`src/hdl/regsel_defines.svh`:
```
`ifndef REGSEL_DEFINES_SVH
`define REGSEL_DEFINES_SVH

// ----------------------------------------------------------------
// Register byte offsets
// ----------------------------------------------------------------
`define OFS_KEEP_ON      12'h000
`define OFS_SET_OFF      12'h004
`define OFS_VSEL         12'h008
`define OFS_SELREG       12'h00c
`define OFS_EN_SET1      12'h010
`define OFS_EN_SET2      12'h014
`define OFS_EN_SET3      12'h018
`define OFS_EN_SET4      12'h01c
`define OFS_DEVCTRL      12'h020
`define OFS_SELMAP       12'h024
`define OFS_STATUS       12'h028
`define OFS_MODE         12'h02c
`define OFS_BANK_DATA    12'h030

// ----------------------------------------------------------------
// Field positions
// ----------------------------------------------------------------
`define DEVCTRL_SLP_EN   0
`define DEVCTRL_SLP_POL  1
`define DEVCTRL_IRQ_PEND 2
`define DEVCTRL_STATE_LO 4

// ----------------------------------------------------------------
// Reset values and default bank words
// ----------------------------------------------------------------
`define RST_BYTE         8'h00
`define RST_DEVCTRL      8'h00
`define BANK_A_WORD      32'h0000_0000
`define BANK_B_WORD      32'h0000_00ff

// ----------------------------------------------------------------
// Counts
// ----------------------------------------------------------------
`define NUM_RES          8
`define NUM_PINS         4
`define BANK_DEPTH       4

`endif

```
`src/hdl/regsel_pkg.sv`:
```
package regsel_pkg;

  // Device operating states seen by this block
  typedef enum logic [2:0] {
    DEV_OFF,
    DEV_CONFIG,
    DEV_ACTIVE,
    DEV_SLEEP
  } dev_state_t;

  // Per-resource drive mode
  typedef enum logic [1:0] {
    MODE_OFF,
    MODE_ON,
    MODE_ECO
  } res_mode_t;

  // Loader sequence
  typedef enum logic [1:0] {
    LD_WAIT,
    LD_COPY,
    LD_DONE
  } load_state_t;

  // Synchronised pin bundle
  typedef struct packed {
    logic [3:0] en;
    logic       sleep;
    logic       power_request_pin;
    logic       first_clock_request_pin;
    logic       second_clock_request_pin;
  } pins_t;

  // Per-resource control bytes
  typedef struct packed {
    logic [7:0] keep_on;
    logic [7:0] set_off;
    logic [7:0] vsel;
    logic [7:0] selreg;
  } res_cfg_t;

endpackage

```
`src/hdl/bank_rom.sv`:
```
`timescale 1ns/1ps
`include "regsel_defines.svh"

// Two default banks; read word comes out of a register
module bank_rom (
  // Clock and reset
  input  wire logic        clk_sys_i,
  input  wire logic        rst_i,
  // Read port
  input  wire logic        bank_i,
  input  wire logic [1:0]  addr_i,
  output logic      [31:0] data_o
);

  // ----------------------------------------------------------------
  // Read register
  // ----------------------------------------------------------------
  // Bank B fills the low byte with ones in word 0 only
  always_ff @(posedge clk_sys_i or posedge rst_i) begin
    if (rst_i) begin
      data_o <= 32'h0000_0000;
    end else if (bank_i && addr_i == 2'h0) begin
      data_o <= `BANK_B_WORD;
    end else begin
      data_o <= `BANK_A_WORD;
    end
  end

endmodule

```
`src/hdl/regsel_top.sv`:
```
// The register offsets and the AXI4-Lite interface to the registers were decided locally.
`timescale 1ns/1ps
`include "regsel_defines.svh"

// Functional notes
// - Sleep, keep bit set: stay on
// - Sleep voltage bit picks primary or alternate
// - Sleep, keep and off clear: economy
// - Sleep, off set, keep clear: off
// - Pin-assigned resource ignores device sleep
// - Assigned pin high: active behaviour
// - Assigned pin low: sleep bits apply
// - Pin low, keep set: stays on
// - Pin low, off set, keep clear: disabled
// - Pin low, both clear: economy
// - Pin low, voltage bit selects register
// - Strap low: enable pins select voltage
// - Strap low: request pins use sets 1-3
// - Bank strap sampled during configuration
// - Chosen bank copied into user registers
// - Strap chooses default or alternate roles
// - Sleep pin gated by allow, irq, polarity
// - Host strap zero selects SPI
// - Multiple assigned pins are ORed
// - Enable pins only in active/sleep
module regsel_top (
  // Clock and reset
  input  wire logic        clk_sys_i,
  input  wire logic        rst_i,
  // AXI4-Lite write
  input  wire logic [11:0] s_axi_awaddr,
  input  wire logic        s_axi_awvalid,
  output logic             s_axi_awready,
  input  wire logic [31:0] s_axi_wdata,
  input  wire logic [3:0]  s_axi_wstrb,
  input  wire logic        s_axi_wvalid,
  output logic             s_axi_wready,
  output logic [1:0]       s_axi_bresp,
  output logic             s_axi_bvalid,
  input  wire logic        s_axi_bready,
  // AXI4-Lite read
  input  wire logic [11:0] s_axi_araddr,
  input  wire logic        s_axi_arvalid,
  output logic             s_axi_arready,
  output logic [31:0]      s_axi_rdata,
  output logic [1:0]       s_axi_rresp,
  output logic             s_axi_rvalid,
  input  wire logic        s_axi_rready,
  // Device pins
  input  wire logic [3:0]  resource_enable_pin_i,
  input  wire logic        sleep_pin_i,
  input  wire logic        scaling_bus_clock_pin_i,
  input  wire logic        scaling_bus_data_pin_i,
  input  wire logic        pin_function_strap_i,
  input  wire logic        default_bank_strap_i,
  input  wire logic        host_port_strap_i,
  // Sequencer side
  input  wire logic        config_state_i,
  input  wire logic        active_state_i,
  // Resource controls
  output logic [7:0]       res_on_o,
  output logic [7:0]       res_eco_o,
  output logic [7:0]       res_alt_volt_o,
  output logic             dev_sleep_o,
  output logic             host_spi_sel_o,
  output logic             scaling_bus_en_o,
  output logic             load_done_o
);

  // ----------------------------------------------------------------
  // State record
  // ----------------------------------------------------------------
  typedef struct packed {
    logic [7:0]                  s1;
    logic [7:0]                  s2;
    logic [7:0]                  s3;
    regsel_pkg::res_cfg_t        cfg;
    logic [3:0][7:0]             en_set;
    logic [7:0]                  devctrl;
    logic [7:0]                  selmap;
    regsel_pkg::load_state_t     ld;
    logic [1:0]                  ld_cnt;
    logic                        bank;
    logic                        slp;
    logic                        awr;
    logic                        wr;
    logic                        awrdy;
    logic                        wrdy;
    logic                        arrdy;
    logic [11:0]                 awa;
    logic [31:0]                 wd;
    logic [3:0]                  ws;
    logic                        bv;
    logic                        rv;
    logic [31:0]                 rd;
    logic [1:0]                  rr;
    logic [1:0]                  br;
    logic [7:0]                  on;
    logic [7:0]                  eco;
    logic [7:0]                  alt;
    logic                        spi;
    logic                        sbe;
    logic                        done;
  } state_t;

  state_t st_r;
  state_t st_nxt;

  logic [31:0] rom_data;
  logic [7:0]  pin_en;
  logic [7:0]  pin_assigned;
  logic [7:0]  pin_sel;
  logic [7:0]  pin_lvl;
  logic [7:0]  rd_data;

  // Synchronised pins: bit order en[3:0], sleep, sclk, sdat, strap
  regsel_pkg::pins_t sy;
  assign sy.en       = st_r.s2[3:0];
  assign sy.sleep    = st_r.s2[4];
  assign sy.first_clock_request_pin = st_r.s2[5];
  assign sy.second_clock_request_pin = st_r.s2[6];
  assign sy.power_request_pin  = st_r.s2[4];

  // ----------------------------------------------------------------
  // Default bank store
  // ----------------------------------------------------------------
  bank_rom u_rom (
    .clk_sys_i (clk_sys_i),
    .rst_i     (rst_i),
    .bank_i    (st_r.bank),
    .addr_i    (st_r.ld_cnt),
    .data_o    (rom_data)
  );

  // ----------------------------------------------------------------
  // Per-resource pin decode
  // ----------------------------------------------------------------
  // Strap low remaps the request pins onto sets 1..3; set 4 unused
  genvar g;
  generate
    for (g = 0; g < `NUM_RES; g++) begin : g_res
      logic [3:0] src;
      logic [3:0] asg;
      always_comb begin
        asg = {st_r.en_set[3][g], st_r.en_set[2][g],
               st_r.en_set[1][g], st_r.en_set[0][g]};
        if (st_r.s3[7]) begin
          src = sy.en;
        end else begin
          // Fourth set has no pin here, so it is masked
          src = {1'b0, sy.second_clock_request_pin, sy.first_clock_request_pin, sy.power_request_pin};
          asg[3] = 1'b0;
        end
      end
      assign pin_assigned[g] = |asg;
      assign pin_lvl[g]      = |(asg & src);
      // Select pin for each resource: its former enable, en[g % 4]
      assign pin_sel[g] = sy.en[g % 4];
    end
  endgenerate

  assign pin_en = pin_lvl;

  // ----------------------------------------------------------------
  // Register read mux
  // ----------------------------------------------------------------
  always_comb begin
    rd_data = 8'h00;
    unique case (s_axi_araddr)
      `OFS_KEEP_ON: rd_data = st_r.cfg.keep_on;
      `OFS_SET_OFF: rd_data = st_r.cfg.set_off;
      `OFS_VSEL:    rd_data = st_r.cfg.vsel;
      `OFS_SELREG:  rd_data = st_r.cfg.selreg;
      `OFS_EN_SET1: rd_data = st_r.en_set[0];
      `OFS_EN_SET2: rd_data = st_r.en_set[1];
      `OFS_EN_SET3: rd_data = st_r.en_set[2];
      `OFS_EN_SET4: rd_data = st_r.en_set[3];
      `OFS_DEVCTRL: rd_data = {st_r.slp, st_r.devctrl[6:0]};
      `OFS_SELMAP:  rd_data = st_r.selmap;
      `OFS_STATUS:  rd_data = {st_r.s3[7], st_r.bank, st_r.spi,
                               st_r.done, sy.en};
      `OFS_MODE:    rd_data = st_r.on;
      default:      rd_data = 8'h00;
    endcase
  end

  // ----------------------------------------------------------------
  // Next state
  // ----------------------------------------------------------------
  always_comb begin
    logic        rd_hit;
    logic        mode_ok;
    logic        act;
    logic        sleep_lvl;
    st_nxt    = st_r;
    rd_hit    = 1'b0;
    mode_ok   = 1'b0;
    act       = 1'b0;
    sleep_lvl = 1'b0;

    // Two flops on enable, sleep, bus and function-strap pins (bank and host straps taken raw); strap level also kept
    st_nxt.s1 = {pin_function_strap_i, scaling_bus_data_pin_i,
                 scaling_bus_clock_pin_i, sleep_pin_i,
                 resource_enable_pin_i};
    st_nxt.s2 = st_r.s1;
    st_nxt.s3 = {st_r.s2[7], 7'h00};

    // Loader: bank chosen in config, then copied
    unique case (st_r.ld)
      regsel_pkg::LD_WAIT: begin
        if (config_state_i) begin
          st_nxt.bank   = default_bank_strap_i;
          st_nxt.ld     = regsel_pkg::LD_COPY;
          st_nxt.ld_cnt = 2'h0;
        end
      end
      regsel_pkg::LD_COPY: begin
        st_nxt.ld_cnt = st_r.ld_cnt + 2'h1;
        if (st_r.ld_cnt == 2'h1) begin
          st_nxt.cfg.keep_on = rom_data[7:0];
          st_nxt.cfg.set_off = rom_data[15:8];
          st_nxt.cfg.vsel    = rom_data[23:16];
          st_nxt.cfg.selreg  = rom_data[31:24];
        end
        if (st_r.ld_cnt == 2'h3) begin
          st_nxt.ld   = regsel_pkg::LD_DONE;
          st_nxt.done = 1'b1;
        end
      end
      regsel_pkg::LD_DONE: begin
        st_nxt.done = 1'b1;
      end
    endcase

    // Host port follows its strap from reset on, not only after load
    st_nxt.spi = ~host_port_strap_i;

    // Sleep pin: allowed, no irq, polarity, strap high
    sleep_lvl = st_r.s2[4] ^ ~st_r.devctrl[`DEVCTRL_SLP_POL];
    if (st_r.devctrl[`DEVCTRL_SLP_EN] && !st_r.devctrl[`DEVCTRL_IRQ_PEND]
        && st_r.s3[7] && active_state_i) begin
      st_nxt.slp = sleep_lvl;
    end else begin
      st_nxt.slp = 1'b0;
    end
    act     = active_state_i;
    mode_ok = act;

    // Per-resource decision
    for (int i = 0; i < `NUM_RES; i++) begin
      logic lo;
      lo = 1'b0;
      if (!mode_ok) begin
        st_nxt.on[i]  = 1'b0;
        st_nxt.eco[i] = 1'b0;
        st_nxt.alt[i] = st_r.cfg.selreg[i];
      end else begin
        if (pin_assigned[i]) begin
          lo = ~pin_en[i];
        end else begin
          lo = st_r.slp;
        end
        if (!lo) begin
          st_nxt.on[i]  = 1'b1;
          st_nxt.eco[i] = 1'b0;
        end else if (st_r.cfg.keep_on[i]) begin
          st_nxt.on[i]  = 1'b1;
          st_nxt.eco[i] = 1'b0;
        end else if (st_r.cfg.set_off[i]) begin
          st_nxt.on[i]  = 1'b0;
          st_nxt.eco[i] = 1'b0;
        end else begin
          st_nxt.on[i]  = 1'b1;
          st_nxt.eco[i] = 1'b1;
        end
        if (!st_r.s3[7] && st_r.selmap[i]) begin
          st_nxt.alt[i] = pin_sel[i];
        end else if (lo) begin
          st_nxt.alt[i] = st_r.cfg.selreg[i] | st_r.cfg.vsel[i];
        end else begin
          st_nxt.alt[i] = st_r.cfg.selreg[i];
        end
      end
    end
    st_nxt.sbe = st_r.s3[7];

    // AXI write: address and data in either order
    if (s_axi_awvalid && st_r.awrdy) begin
      st_nxt.awr = 1'b1;
      st_nxt.awa = s_axi_awaddr;
    end
    if (s_axi_wvalid && st_r.wrdy) begin
      st_nxt.wr = 1'b1;
      st_nxt.wd = s_axi_wdata;
      st_nxt.ws = s_axi_wstrb;
    end
    if (st_r.awr && st_r.wr) begin
      st_nxt.awr = 1'b0;
      st_nxt.wr  = 1'b0;
      st_nxt.bv  = 1'b1;
      st_nxt.br  = 2'b00;
      if (st_r.ws[0]) begin
        unique case (st_r.awa)
          `OFS_KEEP_ON: st_nxt.cfg.keep_on = st_r.wd[7:0];
          `OFS_SET_OFF: st_nxt.cfg.set_off = st_r.wd[7:0];
          `OFS_VSEL:    st_nxt.cfg.vsel    = st_r.wd[7:0];
          `OFS_SELREG:  st_nxt.cfg.selreg  = st_r.wd[7:0];
          `OFS_EN_SET1: st_nxt.en_set[0]   = st_r.wd[7:0];
          `OFS_EN_SET2: st_nxt.en_set[1]   = st_r.wd[7:0];
          `OFS_EN_SET3: st_nxt.en_set[2]   = st_r.wd[7:0];
          `OFS_EN_SET4: st_nxt.en_set[3]   = st_r.wd[7:0];
          `OFS_DEVCTRL: st_nxt.devctrl     = st_r.wd[7:0];
          `OFS_SELMAP:  st_nxt.selmap      = st_r.wd[7:0];
          `OFS_STATUS, `OFS_MODE: st_nxt.br = 2'b00;
          default:      st_nxt.br = 2'b10;
        endcase
      end
    end
    if (st_r.bv && s_axi_bready) begin
      st_nxt.bv = 1'b0;
    end

    // AXI read: one-cycle accept, data registered
    rd_hit = (s_axi_araddr <= `OFS_MODE) && (s_axi_araddr[1:0] == 2'b00);
    if (s_axi_arvalid && st_r.arrdy) begin
      st_nxt.rv = 1'b1;
      st_nxt.rd = {24'h000000, rd_data};
      st_nxt.rr = rd_hit ? 2'b00 : 2'b10;
    end else if (st_r.rv && s_axi_rready) begin
      st_nxt.rv = 1'b0;
    end

    // Readies from flops; low for one cycle after reset
    st_nxt.awrdy = ~st_nxt.awr & ~st_nxt.bv;
    st_nxt.wrdy  = ~st_nxt.wr & ~st_nxt.bv;
    st_nxt.arrdy = ~st_nxt.rv;
  end

  // ----------------------------------------------------------------
  // State register
  // ----------------------------------------------------------------
  always_ff @(posedge clk_sys_i or posedge rst_i) begin
    if (rst_i) begin
      st_r <= '0;
    end else begin
      st_r <= st_nxt;
    end
  end

  // ----------------------------------------------------------------
  // Outputs
  // ----------------------------------------------------------------
  assign s_axi_awready    = st_r.awrdy;
  assign s_axi_wready     = st_r.wrdy;
  assign s_axi_bvalid     = st_r.bv;
  assign s_axi_bresp      = st_r.br;
  assign s_axi_arready    = st_r.arrdy;
  assign s_axi_rvalid     = st_r.rv;
  assign s_axi_rdata      = st_r.rd;
  assign s_axi_rresp      = st_r.rr;
  assign res_on_o         = st_r.on;
  assign res_eco_o        = st_r.eco;
  assign res_alt_volt_o   = st_r.alt;
  assign dev_sleep_o      = st_r.slp;
  assign host_spi_sel_o   = st_r.spi;
  assign scaling_bus_en_o = st_r.sbe;
  assign load_done_o      = st_r.done;

endmodule

```
`config.mk`:
```
export PLATFORM = sky130hd
export DESIGN_NAME = regsel_top
export DESIGN_NICKNAME = d
export VERILOG_FILES = /design/src/hdl/regsel_pkg.sv /design/src/hdl/bank_rom.sv /design/src/hdl/regsel_top.sv
export VERILOG_INCLUDE_DIRS = /design/src /design/src/hdl
export SDC_FILE = /design/constraint.sdc
export NUM_CORES = 1
export LEC_CHECK = 0
export ABC_AREA = 1
export BUFFER_PORTS_ARGS = -buffer_cell sky130_fd_sc_hd__buf_2
export CORE_MARGIN = 2
export CORE_UTILIZATION = 35
export DETAILED_ROUTE_END_ITERATION = 7
export PLACE_DENSITY = 0.59
export SLEW_MARGIN = 10
export SYNTH_ARGS = -nofsm -noshare
export SYNTH_HDL_FRONTEND = slang
export SYNTH_SLANG_ARGS = --single-unit
```
`constraint.sdc`:
```
create_clock -name clk_sys_i -period 6.1 [get_ports clk_sys_i]
set_input_delay 0.305 -clock clk_sys_i [delete_from_list [all_inputs] [get_ports clk_sys_i]]
set_output_delay 0.305 -clock clk_sys_i [all_outputs]
set_load 0.05 [all_outputs]
```
==> results of run 1 <==
[sequential cells by signal, summed over array words and instances (netlist names), 4 cells and up]
signal          cells
st_r               86
pin_sel             4
res_alt_volt_o      8
st_nxt             10
s_axi_rdata         8
res_eco_o           8
res_on_o            8
g_res.asg          24
[layout by cell type (no fill, tap or decap), drive strengths merged, types with 10 or more instances in the layout]
cell type  instances
nor4              10
o21ai            115
conb              26
a21oi             31
clkbuf            19
nor2              92
inv               98
buf               96
nand3            178
mux2              10
nand2            209
dfrtp            168
[timing repair]
item,in CTS,in global routing
buffers inserted,0,0
hold buffers,9,0
endpoints found under the hold margin,9,0
[worst max-delay path: cells and delay by family (launching register included)]
kind	cells	cell delay (ns)
AND/OR/NAND/NOR	7	0.98
flip-flops	1	0.92
buffers and inverters	1	0.77
AO/OA/AOI/OAI	1	0.12
[layer usage]
metal,GRT usage [%],vias up,routed length [um]
met5,0,-,0
met4,6.86,0,672
met3,4.16,28,1690
met2,27.1,253,9670
met1,27.9,3121,10900
li1,-,3378,-
[layout make-up]
cell class / instances / area, um^2
Tap cell: 319 / 399
Clock inverter: 13 / 123
Inverter: 99 / 377
Multi-Input combinational cell: 686 / 3240
Fill cell: 2434 / 14000
Timing Repair Buffer: 105 / 576
Clock buffer: 19 / 453
Sequential cell: 168 / 4200
[worst max-delay path by stage]
stage                         start                end  slack [ns]  cells after the start
after floorplan               rst_i        dev_sleep_o        1.25                      1
after global placement    st_nxt[1]  res_alt_volt_o[0]        3.36                      9
after detailed placement  st_nxt[1]        res_on_o[2]        3.33                      8
after CTS                 st_nxt[1]        res_on_o[2]        3.31                      8
after global routing      st_nxt[1]  res_alt_volt_o[0]        2.97                      9
final                     st_nxt[1]  res_alt_volt_o[4]        3.18                      9
[power by group through the flow]
| stage | sequential, W | combinational, W | clock (W) |
|---|---|---|---|
| after floorplan | 0.00140 | 0.000431 | 0 |
| after global routing | 0.00138 | 0.000689 | 0.00113 |
| after global placement | 0.00138 | 0.000610 | 0 |
| after detailed placement | 0.00138 | 0.000619 | 0 |
| after CTS | 0.00137 | 0.000625 | 0.00108 |
| final | 0.00137 | 0.000620 | 0.00105 |
[cell families (layout without fill, tap and decap cells)]
group	count (synthesis)	after routing	share of synthesized area [%]
fa+ha+maj	3	3	0.450
buf+inv	189	236	11.9
other cells	1	26	0.0450
flops	168	168	50.4
mux	10	10	1.35
xor+xnor	1	1	0.105
simple gates	498	498	26.2
compound gates	148	148	9.53
[through the flow]
step	total power, W	setup slack (ns)	std cells	utilization (%)
6_report	0.00304	3.18	1409	40.0
5_1_grt	0.00320	2.97	1409	40.0
4_1_cts	0.00307	3.31	1409	40.0
3_5_place_dp	0.00200	3.33	1368	37.2
3_3_place_gp	0.00199	3.36	1368	37.2
2_1_floorplan	0.00183	1.25	1043	-
==> results.yml, run 1 <==
outcome:
  status: "complete, no violations"
synth:
  ys_seq_elements: 168
  ys_seq_area_share_pct: 50.4
  syn_area_per_cell_um2: 8.19
  synthArstFlopShare_pct: 100
  ys_warn_count: 0
  synth_area_leaders: "dfrtp_1 (50%), nand3_1 (10%), nand2_1 (9.3%), o21ai_0 (5.8%), buf_4 (5.4%)"
  yosys.cell_types.count: 28
  synth_edf_count: 0
  syn_inst: 1018
  netlist_area_mm2: 0.00834
  ys.flop_type: "dfrtp_1"
  yosysMostFrequentCell: "nand2_1"
  yosysTopAreaCellShare_pct: 50.4
  synth_largest_area_cell: "dfrtp_1"
  synth.top_cells.by_count: "nand2_1 (207), nand3_1 (174), dfrtp_1 (168)"
power:
  sw_frac_of_total_pct: 34.2
  p_clk_share_pct: 34.7
  power_frac_seq_pct: 45.0
  intPower_w: 0.00200
  p_comb_share_pct: 20.4
  powerDensity_mw_per_mm2: 325
  p_sw_w: 0.00104
  irDropWorstVdd_v: 0.000229
  p_leak_nw: 4.74
critical_path:
  crit_path_top_delay_cell: "dfrtp_1"
  reg2reg_to: "res_alt_volt_o[4]"
  critPathKind: "reg -> reg"
  r2r_cells: 9
  ff2ff_setup_slack_ns: 3.18
  worstReg2RegStart: "st_nxt[1]"
  cp-start-kind: "register"
  cp_max_fo: 23
  critPathRequiredTime_ns: 6.42
  endpoint_kind: "register"
  cp.arrival_ns: 3.25
  cp_slowest_stage_delay_ns: 0.92
  cp_cell_sequence: "clkinv_1 > nand2_1 > nand3_1 > o21ai_0 > nor2_1 > nand3_1 > nand2_1 > nand3_1 > nand2_1"
global_route:
  grt_overflow: 0
  grt_pass1_vias: 6257
  grt_util_all_layers_pct: 18.9
  grt_pass1_wl_um: 35700
  grt_antenna_before_repair: 0
  grt_max_degree: 107
timing:
  hold_viol: 0
  fin_tns_setup_ns: 0
  slew_violations: 0
  worst_pin_slew_ns: 0.982
  whs_ns: 0.0720
  min_period_over_period_pct: 47.9
  worst_clock_skew_ns: 0.00783
  max_slew_margin_pct: 34.5
  period_needed_ns: 2.92
  rsz0062_at_grt: "false"
  max_freq_mhz: 342
  setup_viol: 0
placement:
  portBuffers: 94
  dpl_cell_area_mm2: 0.00870
  place_congestion: 0.912
  dp_hpwl_um: 16300
cells_and_area:
  antenna_cells: 0
  design_area_mm2: 0.00937
  drive_above_1_share_pct: 14.9
  areaGrowthSynthToFinish_pct: 12.4
  layout.nets: 1159
cts:
  cts_tree: "done"
  cts.repair.resized: 0
  htreeDepth: 4
  clock_latency_ns: 0.44
  clockBufferDepth: 2
  clk_pin_slew_ns: 0.07
  clock_sinks: 168
  cts-buffers-inserted: 17
  cts-root-buf: "clkbuf_16"
routing:
  firstDrtPassIters: 6
  drt_wl_total_um: 22900
  drtIter0Drc: 752
  ant_nets: 0
  drc_errors: 0
  wl_per_cell_um: 16.3
  routed_via_density: 4.81
  via_count: 6780
run:
  drv_cap: 0
worst_hold_path:
  hp-class: "in -> async"
floorplan:
  initial_core_util_pct: 35.6
  core_mm2: 0.0234
  die_area_mm2: 0.0251
  die_x_um: 158
  io_pins: 148
  die_h_um: 158
  row_count: 56
(Power assumes the default switching activity.)
==> run 2: changes to the inputs <==
--- a/config.mk
+++ b/config.mk
@@ -11,7 +11,7 @@
 export CORE_MARGIN = 2
 export CORE_UTILIZATION = 35
 export DETAILED_ROUTE_END_ITERATION = 7
-export PLACE_DENSITY = 0.59
+export PLACE_DENSITY = 0.61
 export SLEW_MARGIN = 10
 export SYNTH_ARGS = -nofsm -noshare
 export SYNTH_HDL_FRONTEND = slang
==> constraint.sdc (replaced) <==
create_clock -name clk_sys_i -period 2.5 [get_ports clk_sys_i]
set_input_delay 0.125 -clock clk_sys_i [delete_from_list [all_inputs] [get_ports clk_sys_i]]
set_output_delay 0.125 -clock clk_sys_i [all_outputs]
set_load 0.05 [all_outputs]
==> results.yml, run 2 (synthesized netlist as in run 1, its figures left out) <==
routing:
  via_count: 7171
  drt_wl_total_um: 23900
  firstDrtPassIters: 5
  ant_nets: 0
  drtIter0Drc: 690
  wl_per_cell_um: 16.4
  drc_errors: 0
  routed_via_density: 4.92
outcome:
  status: "complete, no violations"
cells_and_area:
  layout.nets: 1208
  design_area_mm2: 0.00992
  antenna_cells: 0
  areaGrowthSynthToFinish_pct: 19.0
  drive_above_1_share_pct: 16.2
  largest_reg_flops: 86
  final_cell_mix: "nand2_1 (207), nand3_1 (174), dfrtp_1 (168)"
  regMostFlops: "st_r"
  postLayoutCoreUtil_pct: 42.4
  final_common_cell: "nand2_1"
timing:
  max_freq_mhz: 454
  worst_pin_slew_ns: 0.816
  worst_clock_skew_ns: 0.0114
  whs_ns: 0.0732
  fin_tns_setup_ns: 0
  min_period_over_period_pct: 88.2
  hold_viol: 0
  max_slew_margin_pct: 45.5
  rsz0062_at_grt: "false"
  slew_violations: 0
  fin_ws_ns: 0.295
  period_needed_ns: 2.20
  setup_viol: 0
cts:
  clock_sinks: 168
  clk_pin_slew_ns: 0.07
  cts_hold_buf: 34
  htreeDepth: 4
  post-cts-setup-buffers: 0
  cts-buffers-inserted: 17
  clock_latency_ns: 0.43
  cts.repair.resized: 0
  cts-root-buf: "clkbuf_16"
  clockBufferDepth: 2
  cts_tree: "done"
worst_hold_path:
  hold_path_depth: 5
  min_delay_worst_endpoint: "s_axi_rresp[1]"
  hold_start: "s_axi_araddr[6]"
  hp-class: "in -> reg"
floorplan:
  core_mm2: 0.0234
  row_count: 56
  die_area_mm2: 0.0251
  die_h_um: 158
  die_x_um: 158
  initial_core_util_pct: 35.6
  io_pins: 148
power:
  powerDensity_mw_per_mm2: 782
  power_frac_seq_pct: 43.0
  p_sw_w: 0.00254
  sw_frac_of_total_pct: 32.8
  irDropWorstVdd_v: 0.000548
  p_clk_share_pct: 36.9
  p_comb_share_pct: 20.1
  intPower_w: 0.00522
  p_leak_nw: 5.01
critical_path:
  worstReg2RegStart: "st_nxt[1]"
  reg2reg_to: "res_on_o[1]"
  endpoint_kind: "register"
  critPathRequiredTime_ns: 2.82
  cp.arrival_ns: 2.52
  r2r_cells: 7
  cp_max_fo: 16
  cp-start-kind: "register"
  ff2ff_setup_slack_ns: 0.30
  critPathKind: "reg -> reg"
global_route:
  grt_pass1_wl_um: 37400
  grt_util_all_layers_pct: 19.8
  grt_pass1_vias: 6718
  grt_antenna_before_repair: 0
  grt_max_degree: 59
  grt_overflow: 0
placement:
  dpl_cell_area_mm2: 0.00894
  dp_hpwl_um: 16800
  portBuffers: 94
  place_congestion: 0.905
  dp_slack_ns: 0.343
run:
  drv_cap: 0
[run 2: worst max path at each step]
stage,to,slack (ns),startpoint
after floorplan,dev_sleep_o,0.23,rst_i
after detailed placement,res_on_o[1],0.34,st_nxt[1]
after global placement,res_on_o[1],0.33,st_nxt[1]
after global routing,res_on_o[6],0.16,st_nxt[1]
final,res_on_o[1],0.30,st_nxt[1]
after CTS,res_on_o[1],0.32,st_nxt[1]
[run 2: worst max-delay path, cell delays in order (launching register included)]
cell,delay [ns]
dfrtp_1,0.78
nand2_1,0.12
o21ai_1,0.37
o21ai_0,0.15
nor2_1,0.27
nand3_1,0.16
o21ai_0,0.18
inv_1,0.06
[run 2: power groups by stage]
stage                     Clock [W]  Sequential [W]  Combinational [W]
after floorplan                   0         0.00341            0.00105
after global placement            0         0.00338            0.00150
after detailed placement          0         0.00338            0.00153
after CTS                   0.00291         0.00333            0.00157
after global routing        0.00304         0.00338            0.00174
final                       0.00286         0.00334            0.00156
[run 2: cell type report]
class / count / area [um^2]
clock buffer: 19 / 443
clock inverter: 13 / 193
fill: 2386 / 13500
inverter: 99 / 375
multi-input combinational: 686 / 3240
sequential: 168 / 4200
tap: 319 / 399
timing repair buffer: 154 / 1070
[run 2: through the flow]
step | total power, W | cells
after floorplan | 0.00446 | 1043
after global placement | 0.00487 | 1392
after detailed placement | 0.00491 | 1392
after CTS | 0.00781 | 1458
after global routing | 0.00815 | 1458
final | 0.00776 | 1458
[run 2: per-layer routing]
layer  vias to the layer above  track usage (%)  part of all wire [%]
met1                      3377             27.6                    45
li1                       3453                -                     -
met2                       299             30.2                    45
met5                         -                0                     0
met3                        42             4.49                   7.4
met4                         0             7.55                   2.9
